===== src/adc_ctl_pkg.sv =====
// Purpose: Constants and types for the converter control register block
// Assumes: One 250 MHz system clock, byte-wide register port
// Notes: Register offsets are byte addresses on the plain register port
// Behaviour
// - Writing one to the conversion enable bit starts a conversion on the selected channel.
// - Writing one while a conversion runs abandons it and restarts from the beginning.
// - The enable bit reads one during a conversion and clears itself when it finishes.
// - Writing zero to the enable bit neither stops a conversion nor changes the bit.
// - The pair {high, low} selects the internal reference, 01 for 1.0 V and 10 for 2.0 V.
// - The pair 00 disables the internal reference and uses the external reference pin.
// - With the reference output bit at one the internal reference is buffered onto the pin.
// - With the reference output bit at zero the buffer is off and the pin is free for general use.
// - In single-shot mode one result is output once, 5129 cycles after the start.
// - In continuous mode a new result is output every 256 cycles.
// - Bits 3 to 0 select the analog input channel that is sampled.
// - Codes 0000 to 0111 pick inputs zero to seven; other codes open every input switch.
// - Each completed conversion raises a completion event; in continuous mode enable stays zero.
package adc_ctl_pkg;
  localparam logic [11:0] CTL0_OFFSET = 12'h0f70;
  localparam logic [11:0] CTL1_OFFSET = 12'h0f71;
  localparam logic [11:0] IRQ_STATUS_OFFSET = 12'h0f72;
  localparam logic [11:0] IRQ_MASK_OFFSET = 12'h0f73;
  localparam logic [7:0] CTL0_RESET = 8'h00;
  localparam logic [7:0] CTL1_RESET = 8'h00;
  localparam int ENABLE_BIT = 7;
  localparam int REF_LOW_BIT = 6;
  localparam int REF_PIN_BIT = 5;
  localparam int CONTINUOUS_MODE_BIT = 4;
  localparam int REF_HIGH_BIT = 0;
  localparam int SINGLE_CYCLES = 5129;
  localparam int CONTINUOUS_MODE_CYCLES = 256;
  localparam logic [3:0] LAST_CHANNEL = 4'h7;
  localparam logic [1:0] REF_EXTERNAL = 2'b00;
  localparam logic [1:0] REF_ONE_VOLT = 2'b01;
  localparam logic [1:0] REF_TWO_VOLT = 2'b10;

  typedef enum logic [1:0] {
    IDLE_ST = 2'b00,
    FIRST_ST = 2'b01,
    CONTINUOUS_MODE_ST = 2'b11
  } conv_state_type;

  // Settings handed to the analog core
  typedef struct packed {
    logic [7:0] switch_on;
    logic internal_ref_on;
    logic [1:0] ref_level;
    logic ref_buffer_on;
  } analog_ctl_type;
endpackage


===== src/adc_ctl.sv =====
// Purpose: Converter control register zero, sequencing and completion interrupt
// Assumes: Register port with read data one cycle after the read strobe
// Notes: Counter limits are parameters so simulation can shorten them
`timescale 1ns/1ps
`default_nettype none
module adc_ctl
  import adc_ctl_pkg::*;
#(
  parameter int SINGLE_COUNT = SINGLE_CYCLES,
  parameter int CONTINUOUS_MODE_COUNT = CONTINUOUS_MODE_CYCLES
) (
  input wire logic core_clk,
  input wire logic rst_n,
  input wire logic [11:0] reg_addr,
  input wire logic [7:0] reg_wdata,
  input wire logic reg_wr,
  input wire logic reg_rd,
  output logic [7:0] reg_rdata,
  output analog_ctl_type analog_ctl,
  output logic sample_strobe,
  output logic [3:0] input_channel_select,
  output logic ref_pin_oe,
  output logic irq
);

  localparam int CW = 13;

  logic [7:0] ctl0_q;
  logic ref_high_q;
  logic irq_status_q;
  logic irq_mask_q;
  logic [CW-1:0] cnt_q;
  conv_state_type state_q;
  logic [7:0] rdata_q;
  logic done_q;

  logic wr_ctl0;
  logic start;
  logic done;
  logic [1:0] ref_pair;

  assign wr_ctl0 = reg_wr && (reg_addr == CTL0_OFFSET);
  assign start = wr_ctl0 && reg_wdata[ENABLE_BIT];
  assign ref_pair = {ref_high_q, ctl0_q[REF_LOW_BIT]};

  // Completion: first result at the single count, then every continuous period
  assign done = !start && (((state_q == FIRST_ST) && (cnt_q == CW'(SINGLE_COUNT - 1))) ||
                           ((state_q == CONTINUOUS_MODE_ST) && (cnt_q == CW'(CONTINUOUS_MODE_COUNT - 1))));

  // Sequencer; a start always wins, so a restart begins a fresh count
  always_ff @(posedge core_clk) begin
    if (!rst_n) begin
      state_q <= IDLE_ST;
    end else if (start) begin
      state_q <= FIRST_ST;
    end else begin
      case (state_q)
        FIRST_ST: if (done) state_q <= ctl0_q[CONTINUOUS_MODE_BIT] ? CONTINUOUS_MODE_ST : IDLE_ST;
        CONTINUOUS_MODE_ST: if (!ctl0_q[CONTINUOUS_MODE_BIT]) state_q <= IDLE_ST;
        default: state_q <= IDLE_ST;
      endcase
    end
  end

  // Cycle counter, cleared on every start and every completion
  always_ff @(posedge core_clk) begin
    if (!rst_n) begin
      cnt_q <= '0;
    end else if (start || done || state_q == IDLE_ST) begin
      cnt_q <= '0;
    end else begin
      cnt_q <= cnt_q + CW'(1);
    end
  end

  // Control register zero; enable bit only set by a written one, cleared by hardware
  always_ff @(posedge core_clk) begin
    if (!rst_n) begin
      ctl0_q <= CTL0_RESET;
    end else begin
      if (wr_ctl0) begin
        ctl0_q[6:0] <= reg_wdata[6:0];
      end
      if (start) begin
        ctl0_q[ENABLE_BIT] <= 1'b1;
      end else if (done && state_q == FIRST_ST) begin
        ctl0_q[ENABLE_BIT] <= 1'b0;
      end
    end
  end

  // High reference bit lives in the second control register
  always_ff @(posedge core_clk) begin
    if (!rst_n) begin
      ref_high_q <= CTL1_RESET[REF_HIGH_BIT];
    end else if (reg_wr && reg_addr == CTL1_OFFSET) begin
      ref_high_q <= reg_wdata[REF_HIGH_BIT];
    end
  end

  // Sticky completion flag; a new completion beats a clearing write
  always_ff @(posedge core_clk) begin
    if (!rst_n) begin
      irq_status_q <= 1'b0;
      irq_mask_q <= 1'b0;
    end else begin
      if (done) begin
        irq_status_q <= 1'b1;
      end else if (reg_wr && reg_addr == IRQ_STATUS_OFFSET && reg_wdata[0]) begin
        irq_status_q <= 1'b0;
      end
      if (reg_wr && reg_addr == IRQ_MASK_OFFSET) begin
        irq_mask_q <= reg_wdata[0];
      end
    end
  end

  // Result strobe registered so it stands one cycle after completion
  always_ff @(posedge core_clk) begin
    if (!rst_n) begin
      done_q <= 1'b0;
    end else begin
      done_q <= done;
    end
  end

  // Read port; unmapped addresses read zero
  always_ff @(posedge core_clk) begin
    if (!rst_n) begin
      rdata_q <= 8'h00;
    end else if (reg_rd) begin
      case (reg_addr)
        CTL0_OFFSET: rdata_q <= ctl0_q;
        CTL1_OFFSET: rdata_q <= {7'h00, ref_high_q};
        IRQ_STATUS_OFFSET: rdata_q <= {7'h00, irq_status_q};
        IRQ_MASK_OFFSET: rdata_q <= {7'h00, irq_mask_q};
        default: rdata_q <= 8'h00;
      endcase
    end else begin
      rdata_q <= 8'h00;
    end
  end

  // Input switch decode; reserved codes open every switch
  function automatic logic [7:0] switch_decode(input logic [3:0] sel);
    logic [7:0] s;
    s = 8'h00;
    if (sel <= LAST_CHANNEL) begin
      s[sel[2:0]] = 1'b1;
    end
    return s;
  endfunction

  assign reg_rdata = rdata_q;
  assign sample_strobe = done_q;
  assign input_channel_select = ctl0_q[3:0];
  assign analog_ctl.switch_on = switch_decode(ctl0_q[3:0]);
  assign analog_ctl.internal_ref_on = (ref_pair != REF_EXTERNAL);
  assign analog_ctl.ref_level = ref_pair;
  assign analog_ctl.ref_buffer_on = ctl0_q[REF_PIN_BIT];
  assign ref_pin_oe = ctl0_q[REF_PIN_BIT];
  assign irq = irq_status_q && irq_mask_q;

  a_single_done_time: assert property (@(posedge core_clk) disable iff (!rst_n)
    start ##1 (!start && !ctl0_q[CONTINUOUS_MODE_BIT]) [*3] |-> !done_q);
  a_enable_sets: assert property (@(posedge core_clk) disable iff (!rst_n)
    start |=> ctl0_q[ENABLE_BIT] && state_q == FIRST_ST && cnt_q == '0);
  a_zero_no_effect: assert property (@(posedge core_clk) disable iff (!rst_n)
    (wr_ctl0 && !reg_wdata[ENABLE_BIT] && !done) |=> ctl0_q[ENABLE_BIT] == $past(ctl0_q[ENABLE_BIT]));
  a_enable_clears: assert property (@(posedge core_clk) disable iff (!rst_n)
    (done && state_q == FIRST_ST) |=> !ctl0_q[ENABLE_BIT] && done_q);
  a_restart_count: assert property (@(posedge core_clk) disable iff (!rst_n)
    (start && state_q != IDLE_ST) |=> cnt_q == '0 && state_q == FIRST_ST);
  a_continuous_mode_period: assert property (@(posedge core_clk) disable iff (!rst_n)
    (done && state_q == CONTINUOUS_MODE_ST && ctl0_q[CONTINUOUS_MODE_BIT]) |=> (state_q == CONTINUOUS_MODE_ST) [*1] ##0 !done);
  a_irq_sticky: assert property (@(posedge core_clk) disable iff (!rst_n)
    done |=> irq_status_q);
  a_ref_pin: assert property (@(posedge core_clk) disable iff (!rst_n)
    !ctl0_q[REF_PIN_BIT] |-> !ref_pin_oe && !analog_ctl.ref_buffer_on);
  a_ref_external: assert property (@(posedge core_clk) disable iff (!rst_n)
    ref_pair == REF_EXTERNAL |-> !analog_ctl.internal_ref_on);
  a_reserved_open: assert property (@(posedge core_clk) disable iff (!rst_n)
    ctl0_q[3] |-> analog_ctl.switch_on == 8'h00);
  a_continuous_mode_enable_low: assert property (@(posedge core_clk) disable iff (!rst_n)
    (state_q == CONTINUOUS_MODE_ST && !start) |-> !ctl0_q[ENABLE_BIT]);

  // Shadow timer for the checks below; independent of the sequencer counter
  // so a slip in the main count cannot hide behind its own reference
  localparam int SW = CW + 1;
  logic [SW-1:0] span_q;
  logic span_armed_q;

  // Counts edges since the last start and saturates instead of wrapping
  always_ff @(posedge core_clk) begin
    if (!rst_n) begin
      span_q <= '0;
      span_armed_q <= 1'b0;
    end else if (start) begin
      span_q <= '0;
      span_armed_q <= 1'b1;
    end else if (span_q != '1) begin
      span_q <= span_q + SW'(1);
    end
  end

  // First result exactly one single-shot span after the start
  a_single_exact: assert property (@(posedge core_clk) disable iff (!rst_n)
    (span_armed_q && span_q == SW'(SINGLE_COUNT)) |-> sample_strobe);

  // No result before the single-shot span has run out
  a_single_not_early: assert property (@(posedge core_clk) disable iff (!rst_n)
    (span_armed_q && sample_strobe) |-> span_q >= SW'(SINGLE_COUNT));

  // Idle keeps the counter parked at zero
  a_idle_count_zero: assert property (@(posedge core_clk) disable iff (!rst_n)
    (state_q == IDLE_ST && !start) |=> cnt_q == '0);

  // Running counter steps by one each cycle
  a_count_step: assert property (@(posedge core_clk) disable iff (!rst_n)
    (state_q != IDLE_ST && !start && !done) |=> cnt_q == $past(cnt_q) + CW'(1));

  // Completion restarts the count for the next period
  a_done_clears_count: assert property (@(posedge core_clk) disable iff (!rst_n)
    done |=> cnt_q == '0);

  // Any start restarts the count
  a_start_clears_count: assert property (@(posedge core_clk) disable iff (!rst_n)
    start |=> cnt_q == '0);

  // First conversion never counts past its end
  a_first_bound: assert property (@(posedge core_clk) disable iff (!rst_n)
    (state_q == FIRST_ST) |-> cnt_q <= CW'(SINGLE_COUNT - 1));

  // Continuous period never counts past its end
  a_continuous_mode_bound: assert property (@(posedge core_clk) disable iff (!rst_n)
    (state_q == CONTINUOUS_MODE_ST) |-> cnt_q <= CW'(CONTINUOUS_MODE_COUNT - 1));

  // End of the first count completes unless a start arrives in that cycle
  a_done_single: assert property (@(posedge core_clk) disable iff (!rst_n)
    (state_q == FIRST_ST && cnt_q == CW'(SINGLE_COUNT - 1) && !start) |-> done);

  // End of each continuous period completes unless a start arrives in that cycle
  a_done_continuous_mode: assert property (@(posedge core_clk) disable iff (!rst_n)
    (state_q == CONTINUOUS_MODE_ST && cnt_q == CW'(CONTINUOUS_MODE_COUNT - 1) && !start) |-> done);

  // No completion while nothing runs
  a_done_only_counted: assert property (@(posedge core_clk) disable iff (!rst_n)
    done |-> state_q != IDLE_ST);

  // Every completion hands one result to the core
  a_strobe_follows: assert property (@(posedge core_clk) disable iff (!rst_n)
    done |=> sample_strobe);

  // No result without a completion behind it
  a_strobe_source: assert property (@(posedge core_clk) disable iff (!rst_n)
    sample_strobe |-> $past(done));

  // Strobe is a single-cycle pulse
  a_strobe_single_pulse: assert property (@(posedge core_clk) disable iff (!rst_n)
    sample_strobe |=> !sample_strobe);

  // First result moves on to continuous updates when asked
  a_first_to_continuous_mode: assert property (@(posedge core_clk) disable iff (!rst_n)
    (done && state_q == FIRST_ST && ctl0_q[CONTINUOUS_MODE_BIT]) |=> state_q == CONTINUOUS_MODE_ST);

  // Single-shot goes quiet after its one result
  a_first_to_idle: assert property (@(posedge core_clk) disable iff (!rst_n)
    (done && state_q == FIRST_ST && !ctl0_q[CONTINUOUS_MODE_BIT]) |=> state_q == IDLE_ST);

  // Clearing the mode bit stops continuous updates
  a_continuous_mode_stop: assert property (@(posedge core_clk) disable iff (!rst_n)
    (state_q == CONTINUOUS_MODE_ST && !ctl0_q[CONTINUOUS_MODE_BIT] && !start) |=> state_q == IDLE_ST);

  // Nothing starts on its own
  a_no_start_idle: assert property (@(posedge core_clk) disable iff (!rst_n)
    (state_q == IDLE_ST && !start) |=> state_q == IDLE_ST);

  // Enable bit is low whenever nothing runs
  a_idle_enable_low: assert property (@(posedge core_clk) disable iff (!rst_n)
    state_q == IDLE_ST |-> !ctl0_q[ENABLE_BIT]);

  // Enable bit is high throughout a first conversion
  a_first_enable_high: assert property (@(posedge core_clk) disable iff (!rst_n)
    state_q == FIRST_ST |-> ctl0_q[ENABLE_BIT]);

  // Software sees the live enable bit
  a_enable_read: assert property (@(posedge core_clk) disable iff (!rst_n)
    (reg_rd && reg_addr == CTL0_OFFSET) |=> reg_rdata == $past(ctl0_q));

  // A start during continuous updates begins a fresh first conversion
  a_restart_continuous_mode: assert property (@(posedge core_clk) disable iff (!rst_n)
    (start && state_q == CONTINUOUS_MODE_ST) |=> state_q == FIRST_ST && ctl0_q[ENABLE_BIT]);

  // A zero write leaves a running conversion alone
  a_zero_keeps_run: assert property (@(posedge core_clk) disable iff (!rst_n)
    (wr_ctl0 && !reg_wdata[ENABLE_BIT] && state_q == FIRST_ST && !done) |=> state_q == FIRST_ST);

  // Low fields take the written value
  a_fields_written: assert property (@(posedge core_clk) disable iff (!rst_n)
    wr_ctl0 |=> ctl0_q[6:0] == $past(reg_wdata[6:0]));

  // Low fields hold without a write
  a_fields_hold: assert property (@(posedge core_clk) disable iff (!rst_n)
    !wr_ctl0 |=> ctl0_q[6:0] == $past(ctl0_q[6:0]));

  // Channel output mirrors the select field
  a_channel_out: assert property (@(posedge core_clk) disable iff (!rst_n)
    input_channel_select == ctl0_q[3:0]);

  // Valid codes close exactly one switch
  a_switch_onehot: assert property (@(posedge core_clk) disable iff (!rst_n)
    !ctl0_q[3] |-> $onehot(analog_ctl.switch_on));

  // The closed switch is the selected one
  a_switch_match: assert property (@(posedge core_clk) disable iff (!rst_n)
    !ctl0_q[3] |-> analog_ctl.switch_on[ctl0_q[2:0]]);

  // Level handed to the core is the {high, low} pair
  a_ref_level: assert property (@(posedge core_clk) disable iff (!rst_n)
    analog_ctl.ref_level == {ref_high_q, ctl0_q[REF_LOW_BIT]});

  // Any non-external pair turns the internal reference on
  a_ref_internal: assert property (@(posedge core_clk) disable iff (!rst_n)
    ref_pair != REF_EXTERNAL |-> analog_ctl.internal_ref_on);

  // Output bit set drives the buffered reference onto the pin
  a_ref_drive: assert property (@(posedge core_clk) disable iff (!rst_n)
    ctl0_q[REF_PIN_BIT] |-> ref_pin_oe && analog_ctl.ref_buffer_on);

  // High reference bit takes the written value
  a_ref_high_write: assert property (@(posedge core_clk) disable iff (!rst_n)
    (reg_wr && reg_addr == CTL1_OFFSET) |=> ref_high_q == $past(reg_wdata[REF_HIGH_BIT]));

  // High reference bit reads back in bit zero
  a_ref_high_read: assert property (@(posedge core_clk) disable iff (!rst_n)
    (reg_rd && reg_addr == CTL1_OFFSET) |=> reg_rdata == {7'h00, $past(ref_high_q)});

  // Writing one clears the flag when no completion competes
  a_irq_clear: assert property (@(posedge core_clk) disable iff (!rst_n)
    (reg_wr && reg_addr == IRQ_STATUS_OFFSET && reg_wdata[0] && !done) |=> !irq_status_q);

  // Flag stays set until software clears it
  a_status_hold: assert property (@(posedge core_clk) disable iff (!rst_n)
    (irq_status_q && !(reg_wr && reg_addr == IRQ_STATUS_OFFSET)) |=> irq_status_q);

  // Mask takes the written value
  a_mask_write: assert property (@(posedge core_clk) disable iff (!rst_n)
    (reg_wr && reg_addr == IRQ_MASK_OFFSET) |=> irq_mask_q == $past(reg_wdata[0]));

  // Request line only with a set and unmasked flag
  a_irq_out: assert property (@(posedge core_clk) disable iff (!rst_n)
    irq |-> irq_status_q && irq_mask_q);

  // Status reads back in bit zero
  a_read_status: assert property (@(posedge core_clk) disable iff (!rst_n)
    (reg_rd && reg_addr == IRQ_STATUS_OFFSET) |=> reg_rdata == {7'h00, $past(irq_status_q)});

endmodule
`default_nettype wire


===== config.mk =====
export PLATFORM = sky130hd
export DESIGN_NAME = adc_ctl
export DESIGN_NICKNAME = d
export VERILOG_FILES = /design/src/adc_ctl_pkg.sv /design/src/adc_ctl.sv
export SDC_FILE = /design/constraint.sdc
export NUM_CORES = 1
export LEC_CHECK = 0
export BUFFER_PORTS_ARGS = -buffer_cell sky130_fd_sc_hd__buf_2
export CAP_MARGIN = 40
export CORE_MARGIN = 3
export CORE_UTILIZATION = 50
export DETAILED_ROUTE_END_ITERATION = 8
export PLACE_DENSITY = 0.78
export SETUP_SLACK_MARGIN = 0.4
export SLEW_MARGIN = 10
export SYNTH_ARGS = -nofsm -noshare
export SYNTH_HDL_FRONTEND = slang
export SYNTH_SLANG_ARGS = --single-unit

===== constraint.sdc =====
create_clock -name core_clk -period 2.5 [get_ports core_clk]
set_clock_uncertainty 0.15 [all_clocks]
set_input_delay 0.125 -clock core_clk [delete_from_list [all_inputs] [get_ports core_clk]]
set_output_delay 0.125 -clock core_clk [all_outputs]
set_load 0.01 [all_outputs]

==> results_dict.tcl <==
set metrics [dict create \
    synth_top_area_share_pct 42.4 \
    cts_htree_levels 2 \
    finalHoldViolations 0 \
    avgSynthCellArea_um2 8.80 \
    total_power_w 0.00105 \
    post_drt_wl_per_cell_um 13.3 \
    cts.sinks 35 \
    start_util_pct 53.3 \
    fin_crit_ns 2.04 \
    maxCapViolations 0 \
    grt_max_degree 12 \
    drt-initial-drc-count 46 \
    crit_type "in -> reg" \
    drtPass1Iterations 4 \
    ys_ff_latch 35 \
    critical_path.most_common_cell "dlygate4sd3_1" \
    crit_fanout 6 \
    clk_path_buf_depth 2 \
    fin_nets 273 \
    synth_top_cell_by_area "dfxtp_1" \
    synth_cell_types 39 \
    crit_slowest_cell "dlygate4sd3_1" \
    n_fill_cell 261 \
    worstPathCellList "dlygate4sd3_1, buf_4, nand2_1, dlygate4sd3_1, nor3b_1, dlygate4sd3_1" \
    synth.yosys.seq_area_share_pct 42.4 \
    rsz0062_at_grt "no" \
    hpwl_um 2600 \
    required_ns 2.65 \
    yosysWarnings 0 \
    vias_per_cell 5.41 \
    grt_usage_pct 21.7 \
    slowest_delay_ns 0.57 \
    drt-total-wl_um 3870 \
    syn_area_um2 1650 \
    ant_nets 0 \
    arrival_ns 2.19 \
    fmax_mhz 490 \
    numCtsBuffers 5 \
    seq_area_um2 703 \
    place.gp.congestion 0.771 \
    io_buffers 50 \
    antenna_found_initial 0 \
    cts_tree "yes" \
    hp-class "in -> reg" \
    status "finished clean" \
    cts_root_buffer "clkbuf_4" \
    synth_area_leaders "dfxtp_1 (42%), nor3_1 (6.7%), xnor2_1 (5.3%)" \
    area_delta_synth_final_pct 29.2 \
    setup_violations 0 \
    syn_inst 188 \
    drc 0 \
    antenna_cells 0 \
    dieArea_um2 4030 \
    crit_path_start_kind "input pin" \
    floorplan.rows 20 \
    endpoint_kind "flop" \
    worst_pin_slew_ns 0.597 \
    max_slew_margin_pct 59.9 \
    grt_pass1_wl_um 6980 \
    post-route-period-util_pct 81.6 \
    clk_pin_slew_ns 0.12 \
    synth_common_cells "dfxtp_1 (35), nor3_1 (22), nand3_1 (12)" \
    synth.most_common_cell "dfxtp_1" \
    power.density_nw_per_um2 489 \
    synth-main-ff-cell "dfxtp_1" \
    pin_count 51 \
    synth_nets 214 \
    gr-total-overflow 0 \
    slew_viol_final 0 \
    ir_worst_vdd_mv 0.307 \
    tns_ns 0 \
    synth_edf_count 0 \
    die_y_um 63.5 \
    vias 1580 \
    die_width_um 63.5 \
    multi_input_area_um2 846 \
    clock_latency_ns 0.35 \
    synthArstFlopShare_pct 0 \
    drive_gt1_share_pct 29.4 \
    total_leakage_power_nw 0.823 \
    core-area_um2 3100 \
    grt_pass1_vias 1535 \
]
critical path: cells and delay by family:
kind          cells  cell delay [ns]
buf+inv           4             1.81
simple gates      2             0.25
cell families after synthesis:
| group | count (synthesis) | synth area share (%) |
|---|---|---|
| xor gates and xnor gates | 11 | 5.82 |
| AOI/OAI and AO/OA | 28 | 10.1 |
| and+or+nand+nor | 91 | 32.1 |
| DFF | 35 | 42.4 |
| buffers and inverters | 20 | 6.66 |
| adders and majority gates | 2 | 1.51 |
| muxes | 1 | 1.36 |
state kept, by name, indices dropped and copies added (netlist names):
signal and flops:
irq_status_q 1, irq_mask_q 1, ctl0_q 8, reg_rdata 8, sample_strobe 1, state_q 2
cnt_q 13, ref_high_q 1
per-stage QoR:
step | util [%] | instance area, um2 | hold WS, ns | worst slack, ns | instances
after floorplan | - | 1650 | 0.0928 | 0.583 | 188
after global placement | 60.2 | 1870 | 0.232 | 0.400 | 267
after detailed placement | 60.4 | 1880 | 0.236 | 0.358 | 268
after CTS | 68.6 | 2130 | 0.0169 | 0.473 | 292
after global routing | 68.9 | 2140 | 0.0749 | 0.431 | 292
final | 68.9 | 2140 | 0.0292 | 0.461 | 292
per-layer routing:
metal  routed length (um)  vias up  GRT usage (%)
met4                   75        0           9.16
met1                 1800      723           27.5
met2                 1730       56           34.3
met3                  271        9           6.24
li1                     -      792              -
met5                    0        -              0
path summary, 6_finish.rpt:
check                            startpoint           end  slack [ns]  cells past startpoint
worst max-delay path                  rst_n  reg_rdata[0]        0.46                      6
worst min-delay path            reg_addr[1]    ref_high_q        0.03                      3
worst min register to register     cnt_q[0]      cnt_q[0]        0.31                      1
worst max register to register     cnt_q[0]      cnt_q[0]        0.53                      6
where the power goes:
part           internal [W]  total (W)  switching [W]
combinational     0.0000311  0.0000563      0.0000252
sequential         0.000557   0.000557   0.0000000233
clock              0.000236   0.000432       0.000196
total              0.000825    0.00105       0.000221
what timing repair did:
action / in CTS / in global routing
endpoints found under the hold margin: 15 / 0
endpoints found under the setup margin: 13 / 13
pin swaps: 1 / 0
buffers inserted: 2 / 0
gates resized for setup: 0 / 4
hold buffers: 14 / 0
final cells by class:
type,instances,area share (%)
clock buffer,6,2.40
clock inverter,2,1.64
inverter,5,0.878
multi-input combinational,133,39.6
sequential,35,32.9
tap,44,2.58
timing repair buffer,67,20.0
layout by cell type (no fill, tap or decap), drive strengths merged, types with 10 or more instances in the layout:
master and instances:
a21oi 12, nor3 22, dfxtp 35, nand3 13, buf 53, dlygate4sd3 14
o21ai 11, xnor2 10
Power figures use the tool's default switching activity.
